<file path="src/rlt_pkg.sv">
/*
 * rlt_pkg: shared constants and types for the rail-2 loop tuning register bank.
 * assumes a 50 MHz core clock and a command decoder that already qualifies page 1.
 */
package rlt_pkg;

    // ==========================================================================
    // clock and timing
    // ==========================================================================
    localparam int          RLT_CLK_PERIOD_NS = 20;          // core_clk at 50 MHz
    localparam int          RLT_TW            = 24;          // timer width in ns units
    localparam int          RLT_FINE_NS       = 5;           // 5 ns per count fields
    localparam int          RLT_COARSE_NS     = 10;          // 10 ns per count field
    localparam int          RLT_HOLD_UNIT_NS  = 100000;      // 100 us per count
    localparam logic [RLT_TW-1:0] RLT_STEP_NS = RLT_TW'(RLT_CLK_PERIOD_NS);

    // ==========================================================================
    // register map (page 1 command codes)
    // ==========================================================================
    localparam int NREG = 15;
    localparam int IX_SHED = 0;
    localparam int IX_OSR  = 1;
    localparam int IX_BLNK = 2;
    localparam int IX_SR3  = 3;
    localparam int IX_CL3  = 4;
    localparam int IX_SR2  = 5;
    localparam int IX_CL2  = 6;
    localparam int IX_SR1  = 7;
    localparam int IX_CL1  = 8;
    localparam int IX_SRD  = 9;
    localparam int IX_CLD  = 10;
    localparam int IX_TRM1 = 11;
    localparam int IX_TRM2 = 12;
    localparam int IX_GAIN = 13;
    localparam int IX_HOLD = 14;

    // command codes, in index order
    localparam logic [7:0] RLT_OFS [NREG] = '{
        8'hcc, 8'hcd, 8'hce, 8'hd6, 8'hd7, 8'hd8, 8'hd9, 8'hda,
        8'hdb, 8'hdc, 8'hdd, 8'hde, 8'hdf, 8'he2, 8'he3};
    // writable bits; everything else is reserved and reads as zero
    localparam logic [15:0] RLT_MASK [NREG] = '{
        16'h0007, 16'h1fff, 16'h0fff, 16'h03ff, 16'h03ff, 16'h03ff, 16'h03ff, 16'h007f,
        16'h03ff, 16'h003f, 16'h03ff, 16'h7fff, 16'h001f, 16'h07ff, 16'h00ff};
    localparam logic [15:0] RLT_RST = 16'h0000;

    // ==========================================================================
    // field positions
    // ==========================================================================
    localparam int B_EXIT_LOW  = 2;
    localparam int B_EXIT_FREQ = 1;
    localparam int B_EXIT_OC   = 0;
    localparam int F_OSR_OFF_L = 7;
    localparam int F_OSR_OFF_W = 6;
    localparam int F_OSR_GAP_L = 0;
    localparam int F_OSR_GAP_W = 7;
    localparam int F_SRST_L    = 6;
    localparam int F_SRST_W    = 6;
    localparam int F_BLNK_L    = 0;
    localparam int F_BLNK_W    = 6;
    localparam int F_CLAMP_L   = 0;
    localparam int F_CLAMP_W   = 10;
    localparam int F_CAP_L     = 6;
    localparam int F_CAP_W     = 4;
    localparam int F_CAP1_W    = 1;
    localparam int F_CUR_L     = 0;
    localparam int F_CUR_W     = 6;
    localparam int F_TRM2P_L   = 10;
    localparam int F_TRM1P_L   = 5;
    localparam int F_TRMD_L    = 0;
    localparam int F_TRM3P_L   = 0;
    localparam int F_TRM_W     = 5;
    localparam int B_FMT       = 10;
    localparam int F_DCG_L     = 4;
    localparam int F_DCG_W     = 6;
    localparam int F_CBG_L     = 0;
    localparam int F_CBG_W     = 4;
    localparam int B_HOLD_TRN  = 7;
    localparam int B_HOLD_PRD  = 6;
    localparam int B_HOLD_PS   = 5;
    localparam int B_HOLD_DVT  = 4;
    localparam int F_HOLD_T_L  = 0;
    localparam int F_HOLD_T_W  = 4;

    // timers
    localparam int NTMR   = 6;
    localparam int T_OFF  = 0;
    localparam int T_GAP  = 1;
    localparam int T_BLNK = 2;
    localparam int T_SRST = 3;
    localparam int T_CLMP = 4;
    localparam int T_HOLD = 5;

    // ==========================================================================
    // types
    // ==========================================================================
    typedef enum logic [1:0] {
        RLT_PH_DCM = 2'b00,
        RLT_PH_1P  = 2'b01,
        RLT_PH_2P  = 2'b10,
        RLT_PH_3P  = 2'b11
    } rlt_phase_e;

    typedef struct packed {
        logic        wr;
        logic        rd;
        logic [7:0]  code;
        logic [15:0] data;
    } rlt_cmd_s;

    // analog window and fault events, asynchronous to core_clk
    typedef struct packed {
        logic fb_high;
        logic fb_low;
        logic freq_limit;
        logic oc_phase1;
    } rlt_evt_s;

    typedef struct packed {
        logic [9:0] clamp_time;
        logic [3:0] slope_cap;
        logic [5:0] slope_cur;
        logic [4:0] trim;
        logic       report_format;
        logic [5:0] dc_gain;
        logic [3:0] cb_gain;
    } rlt_cfg_s;

    typedef struct packed {
        logic [RLT_TW-1:0] rem;
        logic              busy;
    } rlt_tmr_s;

    typedef struct packed {
        logic [3:0] s1;
        logic [3:0] s2;
        logic [3:0] s3;
        logic [3:0] q;
    } rlt_sync_s;

    typedef struct packed {
        logic [NREG-1:0][15:0] regs;
        logic [15:0]           rd_data;
        logic                  rd_ack;
        logic                  shed_exit;
        logic                  cb_hold;
        rlt_phase_e            phase_prev;
        logic                  dvt_prev;
        rlt_cfg_s              cfg;
    } rlt_main_s;

endpackage

</file>
<file path="src/rlt_pin_sync.sv">
/*
 * rlt_pin_sync: three-stage synchroniser for the asynchronous event inputs.
 * assumes inputs are levels that stay long enough to be seen on two edges.
 */
`timescale 1ns/1ps
module rlt_pin_sync (
    input  wire logic          core_clk,
    input  wire logic          nrst,
    input  wire logic [3:0]    din,
    output logic [3:0]         dout
);
    import rlt_pkg::*;

    rlt_sync_s s_reg;
    rlt_sync_s s_next;

    // a bit changes only once the second and third stages agree
    always_comb begin
        s_next    = s_reg;
        s_next.s1 = din;
        s_next.s2 = s_reg.s1;
        s_next.s3 = s_reg.s2;
        s_next.q  = (~(s_reg.s2 ^ s_reg.s3) & s_reg.s3) | ((s_reg.s2 ^ s_reg.s3) & s_reg.q);
    end

    // state register
    always_ff @(posedge core_clk or negedge nrst) begin
        if (!nrst) begin
            s_reg <= '0;
        end else begin
            s_reg <= s_next;
        end
    end

    assign dout = s_reg.q;
endmodule // rlt_pin_sync

</file>
<file path="src/rlt_ns_timer.sv">
/*
 * rlt_ns_timer: retriggerable one-shot measured in nanoseconds.
 * assumes dur_ns is stable in the start cycle; busy lasts ceil(dur/20ns) cycles.
 */
`timescale 1ns/1ps
module rlt_ns_timer (
    input  wire logic                      core_clk,
    input  wire logic                      nrst,
    input  wire logic                      start,
    input  wire logic [rlt_pkg::RLT_TW-1:0] dur_ns,
    output logic                           busy
);
    import rlt_pkg::*;

    rlt_tmr_s t_reg;
    rlt_tmr_s t_next;

    // load on start, else burn one clock period of remaining time
    always_comb begin
        t_next = t_reg;
        if (start) begin
            t_next.rem = dur_ns;
        end else if (t_reg.rem > RLT_STEP_NS) begin
            t_next.rem = t_reg.rem - RLT_STEP_NS;
        end else begin
            t_next.rem = '0;
        end
        t_next.busy = (t_next.rem != '0);
    end

    // state register
    always_ff @(posedge core_clk or negedge nrst) begin
        if (!nrst) begin
            t_reg <= '0;
        end else begin
            t_reg <= t_next;
        end
    end

    assign busy = t_reg.busy;
endmodule // rlt_ns_timer

</file>
<file path="src/rlt_loop_tuning.sv">
/*
 * rlt_loop_tuning: rail-2 loop tuning register bank with its timing helpers.
 * assumes a page-1 command decoder on core_clk, analog events on async pins,
 * and phase, pulse, period and transition status from same-clock control logic.
 */
`timescale 1ns/1ps
module rlt_loop_tuning #(
    parameter int HOLD_UNIT_NS = rlt_pkg::RLT_HOLD_UNIT_NS
) (
    input  wire logic               core_clk,
    input  wire logic               nrst,
    input  wire rlt_pkg::rlt_cmd_s  cmd,
    output logic [15:0]             rd_data,
    output logic                    rd_ack,
    input  wire rlt_pkg::rlt_evt_s  evt_pins,
    input  wire rlt_pkg::rlt_phase_e phase_mode,
    input  wire logic               shedding_active,
    input  wire logic               osr_trigger,
    input  wire logic               phase_pulse,
    input  wire logic               slope_reset_sel,
    input  wire logic               period_dev_met,
    input  wire logic               dvt_active,
    output logic                    shed_exit,
    output logic                    cb_hold,
    output logic                    osr_pwm_off,
    output logic                    osr_blocked,
    output logic                    pwm_blanking,
    output logic                    slope_resetting,
    output logic                    slope_clamping,
    output rlt_pkg::rlt_cfg_s       cfg
);
    import rlt_pkg::*;

    // ==========================================================================
    // synchronised events and timers
    // ==========================================================================
    rlt_evt_s           ev;
    rlt_main_s          s_reg;
    rlt_main_s          s_next;
    logic [NTMR-1:0]    t_start;
    logic [RLT_TW-1:0]  t_dur [NTMR];
    logic [NTMR-1:0]    t_busy;
    logic               osr_go;
    logic               hold_evt;

    rlt_pin_sync u_sync (
        .core_clk (core_clk),
        .nrst     (nrst),
        .din      (evt_pins),
        .dout     (ev)
    );

    // one one-shot per timed function
    for (genvar g = 0; g < NTMR; g++) begin : g_tmr
        rlt_ns_timer u_tmr (
            .core_clk (core_clk),
            .nrst     (nrst),
            .start    (t_start[g]),
            .dur_ns   (t_dur[g]),
            .busy     (t_busy[g])
        );
    end

    // ==========================================================================
    // timer starts and durations
    // ==========================================================================
    // overshoot action only when the gap since the last one has expired
    assign osr_go = osr_trigger & ~t_busy[T_GAP];
    // hold events that are enabled
    assign hold_evt =
        (s_reg.regs[IX_HOLD][B_HOLD_TRN] & (ev.fb_high | ev.fb_low))
      | (s_reg.regs[IX_HOLD][B_HOLD_PRD] & period_dev_met)
      | (s_reg.regs[IX_HOLD][B_HOLD_PS]  & (phase_mode != s_reg.phase_prev))
      | (s_reg.regs[IX_HOLD][B_HOLD_DVT] & dvt_active & ~s_reg.dvt_prev);

    always_comb begin
        t_start[T_OFF]  = osr_go;
        t_start[T_GAP]  = osr_go;
        t_start[T_BLNK] = phase_pulse;
        t_start[T_SRST] = phase_pulse & ~slope_reset_sel;
        t_start[T_CLMP] = phase_pulse;
        t_start[T_HOLD] = hold_evt;
        t_dur[T_OFF]  = RLT_TW'(s_reg.regs[IX_OSR][F_OSR_OFF_L +: F_OSR_OFF_W])
                      * RLT_TW'(RLT_FINE_NS);
        t_dur[T_GAP]  = RLT_TW'(s_reg.regs[IX_OSR][F_OSR_GAP_L +: F_OSR_GAP_W])
                      * RLT_TW'(RLT_COARSE_NS);
        t_dur[T_BLNK] = RLT_TW'(s_reg.regs[IX_BLNK][F_BLNK_L +: F_BLNK_W])
                      * RLT_TW'(RLT_FINE_NS);
        t_dur[T_SRST] = RLT_TW'(s_reg.regs[IX_BLNK][F_SRST_L +: F_SRST_W])
                      * RLT_TW'(RLT_FINE_NS);
        t_dur[T_CLMP] = RLT_TW'(s_reg.cfg.clamp_time) * RLT_TW'(RLT_FINE_NS);
        t_dur[T_HOLD] = RLT_TW'(32'(s_reg.regs[IX_HOLD][F_HOLD_T_L +: F_HOLD_T_W])
                      * HOLD_UNIT_NS);
    end

    // ==========================================================================
    // next-state logic
    // ==========================================================================
    always_comb begin
        s_next        = s_reg;
        s_next.rd_ack = 1'b0;
        // host write: only writable bits are stored
        if (cmd.wr) begin
            for (int i = 0; i < NREG; i++) begin
                if (cmd.code == RLT_OFS[i]) begin
                    s_next.regs[i] = cmd.data & RLT_MASK[i];
                end
            end
        end
        // host read: unmapped codes answer zero
        if (cmd.rd) begin
            s_next.rd_ack  = 1'b1;
            s_next.rd_data = '0;
            for (int i = 0; i < NREG; i++) begin
                if (cmd.code == RLT_OFS[i]) begin
                    s_next.rd_data = s_reg.regs[i] & RLT_MASK[i];
                end
            end
        end
        // shedding exit request while any enabled condition is present
        s_next.shed_exit = shedding_active & (
            (s_reg.regs[IX_SHED][B_EXIT_LOW]  & ev.fb_low)
          | (s_reg.regs[IX_SHED][B_EXIT_FREQ] & ev.freq_limit)
          | (s_reg.regs[IX_SHED][B_EXIT_OC]   & ev.oc_phase1));
        // balance loop held by an event or its minimum hold time
        s_next.cb_hold    = hold_evt | t_busy[T_HOLD];
        s_next.phase_prev = phase_mode;
        s_next.dvt_prev   = dvt_active;
        // per phase-count slope and trim selection
        case (phase_mode)
            RLT_PH_3P: begin
                s_next.cfg.clamp_time = s_reg.regs[IX_CL3][F_CLAMP_L +: F_CLAMP_W];
                s_next.cfg.slope_cap  = s_reg.regs[IX_SR3][F_CAP_L +: F_CAP_W];
                s_next.cfg.slope_cur  = s_reg.regs[IX_SR3][F_CUR_L +: F_CUR_W];
                s_next.cfg.trim       = s_reg.regs[IX_TRM2][F_TRM3P_L +: F_TRM_W];
            end
            RLT_PH_2P: begin
                s_next.cfg.clamp_time = s_reg.regs[IX_CL2][F_CLAMP_L +: F_CLAMP_W];
                s_next.cfg.slope_cap  = s_reg.regs[IX_SR2][F_CAP_L +: F_CAP_W];
                s_next.cfg.slope_cur  = s_reg.regs[IX_SR2][F_CUR_L +: F_CUR_W];
                s_next.cfg.trim       = s_reg.regs[IX_TRM1][F_TRM2P_L +: F_TRM_W];
            end
            RLT_PH_1P: begin
                s_next.cfg.clamp_time = s_reg.regs[IX_CL1][F_CLAMP_L +: F_CLAMP_W];
                s_next.cfg.slope_cap  =
                    4'(s_reg.regs[IX_SR1][F_CAP_L +: F_CAP1_W]);
                s_next.cfg.slope_cur  = s_reg.regs[IX_SR1][F_CUR_L +: F_CUR_W];
                s_next.cfg.trim       = s_reg.regs[IX_TRM1][F_TRM1P_L +: F_TRM_W];
            end
            RLT_PH_DCM: begin
                s_next.cfg.clamp_time = s_reg.regs[IX_CLD][F_CLAMP_L +: F_CLAMP_W];
                s_next.cfg.slope_cap  = '0;
                s_next.cfg.slope_cur  = s_reg.regs[IX_SRD][F_CUR_L +: F_CUR_W];
                s_next.cfg.trim       = s_reg.regs[IX_TRM1][F_TRMD_L +: F_TRM_W];
            end
            default: begin
                s_next.cfg.clamp_time = '0;
                s_next.cfg.slope_cap  = '0;
                s_next.cfg.slope_cur  = '0;
                s_next.cfg.trim       = '0;
            end
        endcase
        // loop gains and report format
        s_next.cfg.report_format = s_reg.regs[IX_GAIN][B_FMT];
        s_next.cfg.dc_gain       = s_reg.regs[IX_GAIN][F_DCG_L +: F_DCG_W];
        s_next.cfg.cb_gain       = s_reg.regs[IX_GAIN][F_CBG_L +: F_CBG_W];
    end

    // ==========================================================================
    // state register
    // ==========================================================================
    always_ff @(posedge core_clk or negedge nrst) begin
        if (!nrst) begin
            s_reg            <= '0;
            s_reg.regs       <= {NREG{RLT_RST}};
            s_reg.phase_prev <= RLT_PH_DCM;
        end else begin
            s_reg <= s_next;
        end
    end

    // outputs straight from flops
    assign rd_data         = s_reg.rd_data;
    assign rd_ack          = s_reg.rd_ack;
    assign shed_exit       = s_reg.shed_exit;
    assign cb_hold         = s_reg.cb_hold;
    assign cfg             = s_reg.cfg;
    assign osr_pwm_off     = t_busy[T_OFF];
    assign osr_blocked     = t_busy[T_GAP];
    assign pwm_blanking    = t_busy[T_BLNK];
    assign slope_resetting = t_busy[T_SRST];
    assign slope_clamping  = t_busy[T_CLMP];
endmodule // rlt_loop_tuning

</file>
<file path="config.mk">
export PLATFORM = sky130hd
export DESIGN_NAME = rlt_loop_tuning
export DESIGN_NICKNAME = d
export VERILOG_FILES = /design/src/rlt_pkg.sv /design/src/rlt_pin_sync.sv /design/src/rlt_ns_timer.sv /design/src/rlt_loop_tuning.sv
export SDC_FILE = /design/constraint.sdc
export NUM_CORES = 1
export LEC_CHECK = 0
export BUFFER_PORTS_ARGS = -buffer_cell sky130_fd_sc_hd__buf_2
export CAP_MARGIN = 5
export CORE_ASPECT_RATIO = 0.6
export CORE_UTILIZATION = 42
export DETAILED_ROUTE_END_ITERATION = 7
export HOLD_SLACK_MARGIN = 0.06
export SYNTH_ARGS = -nofsm -noshare
export SYNTH_HDL_FRONTEND = slang
export SYNTH_HIERARCHICAL = 1
export SYNTH_SLANG_ARGS = --single-unit
</file>
<file path="constraint.sdc">
create_clock -name core_clk -period 6.46 [get_ports core_clk]
set_input_delay 0.969 -clock core_clk [delete_from_list [all_inputs] [get_ports core_clk]]
set_output_delay 0.969 -clock core_clk [all_outputs]
set_load 0.1 [all_outputs]
</file>
## After elaboration in Yosys (flattened, before gate mapping)

Cells that the tools add are included.

- Bits in latches: 0
- Memories: 0
- Memory bits (writable): 0
- Bits in registers: 364
- ROM bits: 0
- Input bits: 40

- Equality and inequality tests: 19
- $mul: 6
- Order comparisons: 6
- Add/subtract/negate cells: 6
- Mux-type cells: 29
- Bitwise gates (word level): 26
- Shifts and indexed selects: 0
- Reduce and logical (&&, ||, !) cells: 22
- Divide/modulo/power cells: 0

Operators with widths:

| cell | count |
|---|---|
| 24-bit 2-to-1 mux | 12 |
| 16-bit 2-to-1 mux | 14 |
| 24-bit by 5-bit > comparator with 1-bit output, second input constant | 6 |
| 24-bit nonzero test | 6 |
| 24-bit by 5-bit subtractor with 24-bit output, second input constant | 6 |
| 8-bit equality test, second input constant | 15 |
| 25-bit case mux with 4 select lines | 1 |
| 2-bit AND reduction | 15 |
| 6-bit by 3-bit multiplier with 9-bit output, second input constant | 3 |
| 4-bit by 12-bit multiplier with 16-bit output, second input constant | 1 |
| 10-bit by 3-bit multiplier with 13-bit output, second input constant | 1 |
| 1-bit bitwise AND | 11 |
| 7-bit by 3-bit multiplier with 10-bit output, second input constant | 1 |
| 4-bit bitwise AND | 2 |
| 1-bit OR | 7 |
| 2-bit equality test, second input constant | 2 |
| 4-bit NOT | 1 |
| 4-bit OR | 1 |
| 4-bit bitwise XOR | 1 |
| 3-bit 2-to-1 mux | 1 |
| 1-bit NOT | 3 |
| 2-bit by 1-bit equality test with 1-bit output, second input constant | 1 |
| 2-bit logical NOT | 1 |
| 2-bit != test | 1 |
| 1-bit 2-to-1 mux | 1 |

## Depth between registers and ports, before layout

- Depth after elaboration: 16
- Gate-level depth with buffers: 14

## By module

The synthesis kept the hierarchy.

Modules (own cells, without submodules):

| module | sequential area each (um^2) | times used | cells an instance | area an instance (um^2) |
|---|---|---|---|---|
| rlt_loop_tuning | 4929.7 | 1 | 944 | 11223.3 |
| rlt_ns_timer (g_tmr[2].u_tmr ...) | 625.6 | 4 | 180 | 1636.6 |
| rlt_ns_timer (g_tmr[0].u_tmr ...) | 625.6 | 2 | 185 | 1594.0 |
| rlt_pin_sync | 400.4 | 1 | 24 | 475.5 |

## Worst setup path before layout

Ideal clock, no wire load.

- Path kind: register to register
- From: register s_reg[283] (netlist bit)
- To: register g_tmr[5].u_tmr.t_reg, in the netlist g_tmr[5].u_tmr/busy
- Arrival: 3.117 ns
- Period minus slack after synthesis: 3.262 ns
- Stages on the path, launching flop included: 14
- Setup slack: 3.198 ns
- Data required time: 6.315 ns
- Setup time: 0.145 ns
- Cell sequence: dfrtp_1 -> ha_1 -> fa_1 -> ha_1 -> a21o_1 -> a21oi_1 -> o21a_1 -> o41ai_1 -> xor2_1 -> nor4_1 -> nand3_1 -> a22o_1 -> a2111oi_4 -> nand4_1

RTL lines:

| item | RTL line | RTL |
|---|---|---|
| from (decl) | rlt_loop_tuning.sv:38 | `rlt_main_s s_reg;` |
| from (signal assigned) | rlt_loop_tuning.sv:178 | `s_reg <= s_next;` |
| to (signal assigned) | rlt_ns_timer.sv:36 | `t_reg <= t_next;` |
| to (decl) | rlt_ns_timer.sv:15 | `rlt_tmr_s t_reg;` |

==> metrics.cfg <==
[status]
status = finished, final reports clean

[flow_run]
maxCapViolations = 0

[routing]
wire_per_inst_um = 21.1
wl_met1_mm = 30.2
dr_total_vias = 16684
met2WireLength_mm = 24.9
dr_wl_met3_mm = 5.20
viasPerCell = 5.73
highest_layer = met5
drtAntennaViolNets = 0
drt_pass1_iterations = 6
post-route-drc-count = 0
wirelength_mm = 61.3
drt_iter0_drc = 1524

[setup_path]
reg2regPathDepth = 13
worst_setup_path_start_kind = flip-flop
crit_required_ns = 6.87
worstPathArrival_ns = 4.32
critPathMaxFanout = 7
crit_end = g_tmr[5].u_tmr/busy
path_class = flip-flop to flip-flop
crit_start = s_reg[283]
cp-end-kind = flip-flop
r2r_end = g_tmr[5].u_tmr/busy
reg2reg_slack_ns = 2.55
regToRegStartpoint = s_reg[283]

[yosys]
synth_edf_count = 0
netlist.area_leader.share_pct = 42.4
async_flop_share_pct = 100
synth-seq-cells = 363
yosysTopAreaCell = dfrtp_1
synth_common_cells = dfrtp_1 (363), nand2_1 (184), mux2_2 (136)
synth_area_per_cell_sq_um = 10.4
synth.distinct_cells = 98
synth_most_common_cell = dfrtp_1
synth_seq_area_share_pct = 42.4
synth_area_sq_um = 21400
synthFlopType = dfrtp_1
synth_area_leaders = dfrtp_1 (42%), mux2_2 (7.1%), ha_1 (4.6%)
syn_inst = 2058
yosys_warnings = 6

[floorplan]
core_sq_um = 49900
start_util_pct = 43.0
chipHeight_um = 177
dieArea_sq_um = 52000
core.rowCount = 63
die_width_um = 294
pin_count = 100

[clock_tree]
post_cts_resized = 0
cts_root_buf = clkbuf_16
cts_max_level = 2
post_cts_buffers = 0
clockBufferDepth = 3
numCtsBuffers = 38
cts.sinks = 363
worst_skew_pair.late_latency_ns = 0.56
ctsHoldBuffers = 0
clk_pin_slew_ns = 0.07
cts_tree = built

[global_route]
antenna_found_initial = 4
overflow = 0
grt_start_max_net_pins = 173
grt_pass1_vias = 16203
grtUsageTotal_pct = 24.0
grt_pass1_wl_mm = 96.5

[worst_hold_path]
hold_path_class = flip-flop to flip-flop

[placed_design]
preCtsSetupSlack_ns = 2.57
io_buffers = 97
dp_hpwl_mm = 43.7
place_congestion = 0.903

[sta]
max_freq_mhz = 256
slew_headroom_pct = 35.2
layout_min_cycle_time_ns = 3.91
slew_violations = 0
setup_viol = 0
rsz0062_at_grt = false
period_share_pct = 60.5
worstMarginPinSlew_ns = 0.972
hold_viol_final = 0
finalClockSkew_ns = 0.0221
worst_slack_ns = 2.55
tns_ns = 0

[pwr]
irDropWorstVdd_mv = 0.181
p_leak_uw = 0.0108
p_total_uw = 7350
powerDensity_nw_per_um2 = 308

[final_layout]
fin_nets = 2324
largest_reg_flops = 144
drive_gt1_share_pct = 19.3
syn_to_final_growth_pct = 11.5

## cells in the final DEF, fill, tap and decap left out, drive strengths merged, types with 16 or more instances in the layout
cell | synthesis | routed
a21o | 36 | 36
a21oi | 74 | 74
a22o | 29 | 29
a22oi | 17 | 17
and2 | 16 | 16
buf | 99 | 116
clkbuf | 51 | 50
conb | 1 | 136
dfrtp | 363 | 363
ha | 79 | 79
inv | 44 | 45
mux2 | 146 | 146
mux2i | 16 | 16
mux4 | 21 | 21
nand2 | 186 | 186
nand2b | 20 | 20
nand3 | 25 | 25
nand4 | 28 | 28
nor2 | 115 | 115
nor2b | 25 | 25
nor3 | 48 | 48
nor4 | 62 | 62
o21a | 19 | 19
o21ai | 144 | 144
o31ai | 32 | 32
or3 | 31 | 31
or4 | 16 | 16
xnor2 | 56 | 56
xor2 | 45 | 45
## worst max-delay path: stages (launching register included)
cell	delay (ns)
dfrtp_1	0.53
ha_1	0.32
fa_1	0.38
ha_1	0.34
a21o_1	0.13
a21oi_1	0.12
o21a_1	0.21
o41ai_1	0.55
xor2_1	0.22
nor4_1	0.31
nand3_1	0.10
a22o_1	0.23
a2111oi_4	0.19
nand4_1	0.14
## metrics by stage
stage	hold slack, ns	std cells	utilization, %	instance area, sq um
final	0.349	2910	47.9	23900
after global routing	0.369	2910	47.9	23900
after CTS	0.352	2908	47.9	23900
after detailed placement	0.338	2841	45.3	22600
after global placement	0.336	2841	45.3	22600
after floorplan	0.331	2193	-	21900
## routing by layer
metal / global-route usage [%] / up-vias
met5: 0 / -
met4: 5.23 / 2
met3: 6.39 / 80
met2: 32.6 / 559
met1: 37.3 / 8275
li1: - / 7768
## layout make-up
cell class	count	area (sq um)
Fill cell	4638	26000
Inverter	48	180
Clock buffer	50	1100
Tap cell	682	853
Multi-Input combinational cell	1632	11800
Timing Repair Buffer	116	651
Clock inverter	17	205
Antenna cell	2	5.00
Sequential cell	363	9080
## worst min-delay path by stage
stage | end | slack, ns | depth (start not counted) | start
floorplan | u_sync/s_next[4] | 0.33 | 0 | u_sync/s_next[8]
global placement | u_sync/s_next[4] | 0.34 | 0 | u_sync/s_next[8]
detailed placement | u_sync/s_next[6] | 0.34 | 0 | u_sync/s_next[10]
CTS | u_sync/s_next[6] | 0.35 | 0 | u_sync/s_next[10]
global route | u_sync/s_next[7] | 0.37 | 0 | u_sync/s_next[11]
finish | u_sync/s_next[6] | 0.35 | 0 | u_sync/s_next[10]
## power by group
part	total [uW]	switching (uW)	internal (uW)
registers	3080	479	2600
logic	1930	1160	765
clock network	2340	978	1360
total	7350	2620	4730
## logic make-up after synthesis
kind of cell / synth area share (%)
and+or+nand+nor: 16.4
AOI/OAI and AO/OA: 16.2
DFF: 42.4
buffers and inverters: 4.89
muxes: 10.6
xor gates and xnor gates: 4.13
adders and majority gates: 5.38
other: 0.0175
No activity file was read; power rests on OpenSTA's default activity.
